**config.mk**
```make
export PLATFORM = sky130hd
export DESIGN_NAME = disp_timing_gen_flat
export DESIGN_NICKNAME = d
export VERILOG_FILES = /design/src/hw/disp_pkg.sv /design/src/hw/panel_link_if.sv /design/src/hw/disp_timing_gen.sv /design/src/flat_wrapper.sv
export SDC_FILE = /design/constraint.sdc
export NUM_CORES = 1
export LEC_CHECK = 0
export BUFFER_PORTS_ARGS = -buffer_cell sky130_fd_sc_hd__clkbuf_2
export CAP_MARGIN = 20
export CORE_UTILIZATION = 35
export DETAILED_ROUTE_END_ITERATION = 8
export MAX_ROUTING_LAYER = met4
export PLACE_DENSITY = 0.58
export SYNTH_ARGS = -nofsm -noshare
export SYNTH_HDL_FRONTEND = slang
export SYNTH_SLANG_ARGS = --single-unit
```
**constraint.sdc**
```tcl
create_clock -name REF_CLK_IN -period 2.91 [get_ports REF_CLK_IN]
set_input_delay 0.582 -clock REF_CLK_IN [delete_from_list [all_inputs] [get_ports REF_CLK_IN]]
set_output_delay 0.582 -clock REF_CLK_IN [all_outputs]
set_load 0.05 [all_outputs]
```
**src/hw/disp_pkg.sv**
```systemverilog
// Shared constants for the panel link: pixel clock divider, line and
// frame geometry, sync widths and the limits that the link must keep.
// Assumes a 125 MHz reference clock at both ends.
package disp_pkg;

  // ----------------------------------------------------------------
  // Clocking
  // ----------------------------------------------------------------
  localparam int REF_CLK_KHZ = 125000;
  localparam int CLK_PERIOD_NS = 8;
  localparam int PIX_NOM_KHZ = 6300;
  localparam int PIX_MAX_KHZ = 7000;
  // Round the divide up so the strobe never exceeds the nominal rate
  localparam int DIV = (REF_CLK_KHZ + PIX_NOM_KHZ - 1) / PIX_NOM_KHZ;
  localparam int PIX_KHZ = REF_CLK_KHZ / DIV;
  localparam logic [4:0] DIV_LAST = 5'(DIV - 1);
  localparam logic [4:0] DIV_RISE = 5'(DIV / 2 - 1);

  // ----------------------------------------------------------------
  // Horizontal geometry, in sample strobes
  // ----------------------------------------------------------------
  localparam logic [8:0] LINE_PERIOD = 9'h190;
  localparam logic [8:0] LINE_PERIOD_MIN = 9'h168;
  localparam logic [8:0] LINE_PERIOD_MAX = 9'h1c2;
  localparam logic [8:0] LINE_SYNC_WIDTH = 9'h004;
  localparam logic [8:0] SYNC_WIDTH_MIN = 9'h001;
  localparam logic [8:0] SYNC_WIDTH_MAX = 9'h006;
  localparam logic [8:0] ACTIVE_PIXELS = 9'h140;
  localparam logic [8:0] FIRST_PIXEL_OFFSET = 9'h007;
  localparam logic [8:0] SYNC_PHASE_OFFSET = 9'h000;
  localparam logic [8:0] SYNC_PHASE_MAX = 9'h140;

  // ----------------------------------------------------------------
  // Vertical geometry, in line periods
  // ----------------------------------------------------------------
  localparam logic [8:0] FRAME_PERIOD = 9'h106;
  localparam logic [8:0] FRAME_PERIOD_MIN = 9'h0fb;
  localparam logic [8:0] FRAME_PERIOD_MAX = 9'h118;
  localparam logic [8:0] FRAME_SYNC_WIDTH = 9'h003;
  localparam logic [8:0] FIRST_VISIBLE_LINE_OFFSET = 9'h007;
  localparam logic [8:0] ACTIVE_LINES = 9'h0f0;
  localparam int FRAME_RATE_MIN_HZ = 50;
  localparam int FRAME_RATE_HZ =
    (REF_CLK_KHZ * 1000) / (DIV * 400 * 262);

  // ----------------------------------------------------------------
  // Pixel format
  // ----------------------------------------------------------------
  localparam int COLOR_W = 6;
  localparam logic [8:0] COUNT_SAT = 9'h1ff;

endpackage : disp_pkg

```
**src/hw/panel_link_if.sv**
```systemverilog
// Panel link: strobe, syncs, window enable, 18-bit pixel and the two
// scan-direction pins. Controller end drives everything, panel listens.
// Assumes both ends share no clock; the panel samples every wire.
`timescale 1ns/10ps

interface panel_link_if;
  logic       sample_strobe;
  logic       line_sync_n;
  logic       frame_sync_n;
  logic       active_window;
  logic [5:0] red_bits;
  logic [5:0] green_bits;
  logic [5:0] blue_bits;
  logic       mirror_h;
  logic       normal_v;

  modport ctrl (
    output sample_strobe,
    output line_sync_n,
    output frame_sync_n,
    output active_window,
    output red_bits,
    output green_bits,
    output blue_bits,
    output mirror_h,
    output normal_v
  );

  modport panel (
    input sample_strobe,
    input line_sync_n,
    input frame_sync_n,
    input active_window,
    input red_bits,
    input green_bits,
    input blue_bits,
    input mirror_h,
    input normal_v
  );
endinterface : panel_link_if

```
**src/hw/disp_timing_gen.sv**
```systemverilog
// Controller end of the panel link: divides the reference clock into
// the sample strobe, counts pixels and lines, drives both syncs, the
// window enable and pixel data fetched from the user side.
// Assumes the user answers a pixel request in the same cycle.
`timescale 1ns/10ps

// Function
// [RL1] Strobe at most 7.0 MHz, near 6.3
// [RL2] Line period 360 to 450 strobes
// [RL3] Line sync low 1 to 6 strobes
// [RL4] Frame lasts 251 to 280 lines
// [RL5] Frame sync low 1 to 6 lines
// [RL6] Frame rate kept at 50 Hz or above
// [RL7] Exactly 320 active pixels per line
// [RL8] Frame sync edge 0 to 320 strobes after line sync
// [RL9] Line 7 after frame sync is first visible
// [RL10] First pixel 7 strobes after line sync
// [RL11] Window enable high 320 strobes per visible line
// [RL12] Window enable never held low permanently
// [RL13] Vertical placement from frame sync only
// [RL14] Syncs active low, window enable active high
// [RL15] Six bits per colour, bit 0 least significant
// [RL16] Direction pins select mirror and flip
// [RL17] Horizontal start follows window enable rise
// [RL18] 240 visible lines, each fed with pixels
module disp_timing_gen (
  // Clock, reset, enable
  input  wire logic        REF_CLK_IN,
  input  wire logic        RST_IN,
  input  wire logic        CE_IN,
  // Pixel source
  input  wire logic [5:0]  PIX_RED_IN,
  input  wire logic [5:0]  PIX_GREEN_IN,
  input  wire logic [5:0]  PIX_BLUE_IN,
  output logic             PIX_REQ_OUT,
  output logic             LINE_START_OUT,
  output logic             FRAME_START_OUT,
  // Scan direction
  input  wire logic        MIRROR_H_IN,
  input  wire logic        FLIP_V_IN,
  // Link
  panel_link_if.ctrl       LINK
);

  // ----------------------------------------------------------------
  // Strobe divider
  // ----------------------------------------------------------------
  logic [4:0] div_r;
  logic       strobe_r;
  logic       tick;

  // Tick marks the strobe falling edge, where the syncs, window enable and pixel outputs change
  assign tick = CE_IN && (div_r == disp_pkg::DIV_LAST);

  always_ff @(posedge REF_CLK_IN)
  begin
    if (RST_IN)
      div_r <= 5'h00;
    else if (tick)
      div_r <= 5'h00;
    else if (CE_IN)
      div_r <= div_r + 5'h01;
  end

  // Half-period high keeps the duty near 50 percent
  always_ff @(posedge REF_CLK_IN)
  begin
    if (RST_IN)
      strobe_r <= 1'b0;
    else if (CE_IN && (div_r == disp_pkg::DIV_RISE))
      strobe_r <= 1'b1; // [RL1]
    else if (tick)
      strobe_r <= 1'b0; // [RL1]
  end

  // ----------------------------------------------------------------
  // Pixel and line counters
  // ----------------------------------------------------------------
  logic [8:0] h_r;
  logic [8:0] v_r;
  logic [8:0] h_nxt;
  logic [8:0] v_nxt;
  logic       h_wrap;

  assign h_wrap = (h_r == disp_pkg::LINE_PERIOD - 9'h001);

  always_comb
  begin
    h_nxt = h_wrap ? 9'h000 : h_r + 9'h001; // [RL2]
    v_nxt = v_r;
    if (h_wrap)
    begin
      if (v_r == disp_pkg::FRAME_PERIOD - 9'h001)
        v_nxt = 9'h000; // [RL4] [RL6]
      else
        v_nxt = v_r + 9'h001;
    end
  end

  // Reset parks on the last strobe of the last line, so the first
  // tick opens line 0 of a fresh frame with both syncs falling.
  always_ff @(posedge REF_CLK_IN)
  begin
    if (RST_IN)
      h_r <= disp_pkg::LINE_PERIOD - 9'h001;
    else if (tick)
      h_r <= h_nxt;
  end

  always_ff @(posedge REF_CLK_IN)
  begin
    if (RST_IN)
      v_r <= disp_pkg::FRAME_PERIOD - 9'h001;
    else if (tick)
      v_r <= v_nxt;
  end

  // ----------------------------------------------------------------
  // Window decode for the strobe about to start
  // ----------------------------------------------------------------
  logic win_nxt;
  logic row_nxt;
  logic want_pix;

  assign win_nxt =
    (h_nxt >= disp_pkg::FIRST_PIXEL_OFFSET) &&
    (h_nxt < disp_pkg::FIRST_PIXEL_OFFSET + disp_pkg::ACTIVE_PIXELS);

  // Visible rows counted from frame sync, never from the enable
  assign row_nxt =
    (v_nxt >= disp_pkg::FIRST_VISIBLE_LINE_OFFSET) &&
    (v_nxt < disp_pkg::FIRST_VISIBLE_LINE_OFFSET +
             disp_pkg::ACTIVE_LINES); // [RL9] [RL13] [RL18]

  assign want_pix = win_nxt && row_nxt;

  // ----------------------------------------------------------------
  // Sync and window outputs
  // ----------------------------------------------------------------
  logic line_sync_n_r;
  logic frame_sync_n_r;
  logic active_r;

  always_ff @(posedge REF_CLK_IN)
  begin
    if (RST_IN)
      line_sync_n_r <= 1'b1;
    else if (tick)
      line_sync_n_r <= !(h_nxt < disp_pkg::LINE_SYNC_WIDTH); // [RL3] [RL14]
  end

  // Frame sync only moves when the pixel counter wraps, so its edge
  // lands on the line sync edge: zero phase.
  always_ff @(posedge REF_CLK_IN)
  begin
    if (RST_IN)
      frame_sync_n_r <= 1'b1;
    else if (tick)
      frame_sync_n_r <= !(v_nxt < disp_pkg::FRAME_SYNC_WIDTH); // [RL5] [RL8]
  end

  // Enable runs on every line, blanking lines too, so it never sits
  // low for a whole frame and the panel always sees a rising edge.
  always_ff @(posedge REF_CLK_IN)
  begin
    if (RST_IN)
      active_r <= 1'b0;
    else if (tick)
      active_r <= win_nxt; // [RL10] [RL11] [RL12] [RL17]
  end

  // ----------------------------------------------------------------
  // Pixel data
  // ----------------------------------------------------------------
  logic [5:0] red_r;
  logic [5:0] green_r;
  logic [5:0] blue_r;

  assign PIX_REQ_OUT = tick && want_pix; // [RL7]

  // Outside the picture the bus is held at black
  always_ff @(posedge REF_CLK_IN)
  begin
    if (RST_IN)
    begin
      red_r   <= 6'h00;
      green_r <= 6'h00;
      blue_r  <= 6'h00;
    end
    else if (tick)
    begin
      red_r   <= want_pix ? PIX_RED_IN : 6'h00; // [RL15]
      green_r <= want_pix ? PIX_GREEN_IN : 6'h00;
      blue_r  <= want_pix ? PIX_BLUE_IN : 6'h00;
    end
  end

  // ----------------------------------------------------------------
  // Direction pins and user markers
  // ----------------------------------------------------------------
  logic mirror_r;
  logic normal_r;

  always_ff @(posedge REF_CLK_IN)
  begin
    if (RST_IN)
    begin
      mirror_r <= 1'b0;
      normal_r <= 1'b1;
    end
    else if (CE_IN)
    begin
      mirror_r <= MIRROR_H_IN; // [RL16]
      normal_r <= !FLIP_V_IN;
    end
  end

  assign LINE_START_OUT  = tick && (h_nxt == 9'h000);
  assign FRAME_START_OUT = tick && h_wrap && (v_nxt == 9'h000);

  assign LINK.sample_strobe = strobe_r;
  assign LINK.line_sync_n   = line_sync_n_r;
  assign LINK.frame_sync_n  = frame_sync_n_r;
  assign LINK.active_window = active_r;
  assign LINK.red_bits      = red_r;
  assign LINK.green_bits    = green_r;
  assign LINK.blue_bits     = blue_r;
  assign LINK.mirror_h      = mirror_r;
  assign LINK.normal_v      = normal_r;

endmodule : disp_timing_gen

```
**src/flat_wrapper.sv**
```systemverilog
// flat-port wrapper written by rule: the top's interface ports become plain ports
module disp_timing_gen_flat 
  (REF_CLK_IN, RST_IN, CE_IN, PIX_RED_IN, PIX_GREEN_IN, PIX_BLUE_IN, PIX_REQ_OUT, LINE_START_OUT, FRAME_START_OUT, MIRROR_H_IN, FLIP_V_IN, LINK_sample_strobe, LINK_line_sync_n, LINK_frame_sync_n, LINK_active_window, LINK_red_bits, LINK_green_bits, LINK_blue_bits, LINK_mirror_h, LINK_normal_v);
  panel_link_if LINK_i ();
  input  wire logic REF_CLK_IN;
  input  wire logic RST_IN;
  input  wire logic CE_IN;
  input  wire logic [5:0] PIX_RED_IN;
  input  wire logic [5:0] PIX_GREEN_IN;
  input  wire logic [5:0] PIX_BLUE_IN;
  output logic PIX_REQ_OUT;
  output logic LINE_START_OUT;
  output logic FRAME_START_OUT;
  input  wire logic MIRROR_H_IN;
  input  wire logic FLIP_V_IN;
  output wire logic [$bits(LINK_i.sample_strobe)-1:0] LINK_sample_strobe;
  output wire logic [$bits(LINK_i.line_sync_n)-1:0] LINK_line_sync_n;
  output wire logic [$bits(LINK_i.frame_sync_n)-1:0] LINK_frame_sync_n;
  output wire logic [$bits(LINK_i.active_window)-1:0] LINK_active_window;
  output wire logic [$bits(LINK_i.red_bits)-1:0] LINK_red_bits;
  output wire logic [$bits(LINK_i.green_bits)-1:0] LINK_green_bits;
  output wire logic [$bits(LINK_i.blue_bits)-1:0] LINK_blue_bits;
  output wire logic [$bits(LINK_i.mirror_h)-1:0] LINK_mirror_h;
  output wire logic [$bits(LINK_i.normal_v)-1:0] LINK_normal_v;
  assign LINK_sample_strobe = LINK_i.sample_strobe;
  assign LINK_line_sync_n = LINK_i.line_sync_n;
  assign LINK_frame_sync_n = LINK_i.frame_sync_n;
  assign LINK_active_window = LINK_i.active_window;
  assign LINK_red_bits = LINK_i.red_bits;
  assign LINK_green_bits = LINK_i.green_bits;
  assign LINK_blue_bits = LINK_i.blue_bits;
  assign LINK_mirror_h = LINK_i.mirror_h;
  assign LINK_normal_v = LINK_i.normal_v;
  disp_timing_gen u_core (.REF_CLK_IN(REF_CLK_IN), .RST_IN(RST_IN), .CE_IN(CE_IN), .PIX_RED_IN(PIX_RED_IN), .PIX_GREEN_IN(PIX_GREEN_IN), .PIX_BLUE_IN(PIX_BLUE_IN), .PIX_REQ_OUT(PIX_REQ_OUT), .LINE_START_OUT(LINE_START_OUT), .FRAME_START_OUT(FRAME_START_OUT), .MIRROR_H_IN(MIRROR_H_IN), .FLIP_V_IN(FLIP_V_IN), .LINK(LINK_i));
endmodule
```
==> qor.csv <==
stage;metric;value;unit
clock_network;maximum root-to-sink buffer count;2;
clock_network;register clock-pin slew on the reported worst setup and hold paths;0.09;ns
timing;final-report setup violation count;3;
timing;setup TNS;-0.4915;ns
route;post-route ant nets;0;
floorplan;Die H;91.73;um
critical_path;worst-path maximum fanout;5;
global_route;first-pass GRT wire length;12.81;mm
timing;PnR worst setup slack;-0.2240;ns
floorplan;Rows;32;
logic_synthesis;Post-Syn Instances;334;
timing;Final Critical Period;3.134;ns
global_route;pin count of the biggest net entering global routing;29;
clock_network;clock latency on the worst-skew pair;0.31;ns
status;status;finished, violations left;
final_layout;nets@finish;449;
critical_path;crit-path leading delay family;simple AND/OR/NAND/NOR gates;
logic_synthesis;Synth cell types;69;
logic_synthesis;Yosys reg bits;47;
critical_path;instance count on the critical path;7;
power;cell area power density;297.8;mW/mm2
global_route;antenna violations before repair;0;
critical_path;CP startpoint;u_core.h_r[1]$_SDFFE_PP1P_;
clock_network;CTS Sinks;47;
final_layout;share of cells above drive strength 1;39.76;%
final_layout;area delta synth->final;36.15;%
critical_path;R2R cell count;8;
critical_path;FF-to-FF Start;u_core.h_r[1]$_SDFFE_PP1P_;
power;Power Total;0.001143;W
critical_path;WS Path Type;flip-flop to primary output;
floorplan;initial core utilization;36.28;%
logic_synthesis;Synth Flop Type;dfxtp_1;
logic_synthesis;yosys warns;0;
critical_path;crit path DAT;2.55;ns
worst_hold_path;Hold Crit Depth;2;
logic_synthesis;number of synthesized flops with an enable pin;0;
route;Total Wirelength;7.599;mm
timing;RSZ-0062 raised after global routing;true;
status;failing checks;negative setup slack;
logic_synthesis;post-synthesis sequential area ratio;33.39;%
logic_synthesis;syn nets;364;
timing;period utilisation layout;107.7;%
clock_network;CTS H-tree depth;2;
global_route;GRT Util Overall;19.43;%
critical_path;CP peak stage delay;0.58;ns
timing;count of pins over their slew limit;0;
global_route;grt total ovfl;0;
critical_path;Crit. End Element;primary output;
route;vias;2791;
route;routed length per instance;14.56;um
floorplan;io pins;50;
global_route;number of global-route vias before repair;2702;
timing;slew of the pin with the lowest slew margin;0.6682;ns
floorplan;Die X;91.73;um
logic_synthesis;Synth Cell Area;0.002818;mm2
worst_hold_path;Min-Delay Path Class;flip-flop to flip-flop;
place;# placed instances;506;
route;Residual DRC;0;
timing;final hold viol count;0;
place;DP HPWL;5.400;mm
place;Placer Congestion;0.8860;
critical_path;Critical Path RT;2.33;ns
place;Port-buffer cells;49;
clock_network;Hold Buf Count CTS;0;
logic_synthesis;Yosys top cell by area;dfxtp_1;
critical_path;CP Cell Sequence;ha_4, nand4bb_4, nor4_2, xor2_1, or4_4, nor4_4, buf_12;
critical_path;Buf/Inv on CP;1;
floorplan;Die ar.;0.008413;mm2
timing;skew final;0.01051;ns
logic_synthesis;Post-synth ARST share;0;%
critical_path;highest-delay cell along the critical path;or4_4;
run;maxcap violations;0;
logic_synthesis;top post-synthesis cells by area;dfxtp_1, nand2_1, o31ai_2;
clock_network;CTS tree;built;
final_layout;antenna diode count;0;
clock_network;CTS Root Cell;clkbuf_8;
power;peak supply drop;0.1648;mV
clock_network;cts bufs inserted;5;
route;Initial DRC Count;90;
route;vias per cell;5.347;
logic_synthesis;syn avg cell area;8.436;um2
logic_synthesis;top cell type's share of synthesized area;33.39;%
timing;Worst slew margin;55.24;%
worst_hold_path;hold path start;u_core.LINK.red_bits[1]$_SDFFE_PP0P_;
final_layout;final instance count without filler cells;522;
timing;f_max;0.3191;GHz
floorplan;Core Area;0.007767;mm2
power;leakage power figure;1.608;nW
route;drt pass-1 iters;4;
critical_path;CP startpoint kind;flip-flop;
-- per-layer routing --
metal / part of all wire [%] / wire [um] / vias to the layer above / global-route usage (%)
li1: - / - / 1388 / -
met1: 46 / 3528 / 1315 / 24.17
met2: 47 / 3535 / 75 / 31.20
met3: 5.1 / 386 / 13 / 3.400
met4: 2.0 / 150 / 0 / 7.943
met5: 0 / 0 / - / -
-- worst paths after layout --
check	to	slack, ns
max	FRAME_START_OUT	-0.22
min	u_core.LINK.red_bits[1]$_SDFFE_PP0P_	0.46
max reg2reg	u_core.LINK.red_bits[4]$_SDFFE_PP0P_	0.17
min reg2reg	u_core.LINK.red_bits[1]$_SDFFE_PP0P_	0.46
-- worst reg2reg max path: stages, from the launching register on --
cell,delay [ns]
dfxtp_4,0.38
ha_4,0.18
nand4bb_4,0.17
nor4_2,0.29
xor2_1,0.13
or4_4,0.58
buf_4,0.17
o211ai_4,0.54
o31ai_1,0.17
-- synth_stat cells (all sizes together), types with 5 or more instances --
cell type / count
ha: 7
o31ai: 19
nor3: 10
nand3: 9
inv: 8
dfxtp: 47
clkbuf: 10
a21oi: 12
xor2: 10
buf: 15
nor4: 5
and3: 6
o21ai: 11
xnor2: 6
o211ai: 6
nand4: 5
nor2: 20
nand2: 64
-- area by class of cell --
cell class              instances  area (um2)
repair buffers                103       694.4
clock inverters                 2       16.27
inverters                       8       32.53
fillers                       747        3931
well taps                     102       127.6
multi-input cells             254        1923
flip-flops and latches         47       959.7
clock buffers                   6       82.58
-- flip-flops by register name, summed over array words and instances (netlist names) --
register / flops
u_core.LINK.frame_sync_n: 1
u_core.LINK.blue_bits: 6
u_core.LINK.mirror_h: 1
u_core.h_r: 9
u_core.LINK.line_sync_n: 1
u_core.div_r: 5
u_core.LINK.sample_strobe: 1
u_core.v_r: 9
u_core.LINK.active_window: 1
u_core.LINK.red_bits: 6
u_core.LINK.green_bits: 6
u_core.LINK.normal_v: 1
-- timing repair --
| item | 4_1_cts | 5_1_grt |
|---|---|---|
| setup buffers | 5 | 3 |
| endpoints found under the setup margin | 5 | 4 |
| pin swaps | 3 | 8 |
| resized for setup | 21 | 14 |
-- cell families (layout without fill, tap and decap cells) --
kind of cell / Yosys count / count (layout) / synth area share [%]
adders and majority gates: 7 / 7 / 3.108
and+or+nand+nor: 147 / 147 / 27.49
xor gates and xnor gates: 16 / 16 / 4.973
muxes: 4 / 4 / 1.465
buffers and inverters: 33 / 119 / 5.861
AOI/OAI and AO/OA: 80 / 80 / 23.71
DFF: 47 / 47 / 33.39
-- report_power, final --
group	leakage [nW]	switching, W	internal, W
combinational	1.18	0.0000369	0.0000227
sequential	0.381	0.00000465	0.000644
clock	0.0474	0.000240	0.000194
total	1.61	0.000281	0.000861
-- cells in the final DEF, fill, tap and decap left out, types with 8 or more instances in the layout --
cell | netlist | layout
a21oi_1 | 12 | 11
buf_4 | 2 | 52
clkbuf_2 | 0 | 46
dfxtp_1 | 47 | 38
nand2_1 | 64 | 64
nand3_1 | 9 | 8
nor2_1 | 20 | 20
nor3_1 | 9 | 8
o21ai_0 | 9 | 8
o31ai_1 | 9 | 9
o31ai_2 | 9 | 9
xor2_1 | 10 | 10
-- per-stage QoR --
step / worst slack (ns) / area [um2] / hold WS, ns / util (%)
after floorplan: -0.1501 / 2945 / 0.4698 / -
after global placement: -0.1151 / 3541 / 0.4320 / 45.59
after detailed placement: -0.1726 / 3541 / 0.4386 / 45.59
after CTS: -0.2989 / 3757 / 0.4590 / 48.37
after global routing: -0.3368 / 3836 / 0.4817 / 49.39
final: -0.2240 / 3836 / 0.4588 / 49.39
Note: power is estimated with default switching activity, not from simulation.
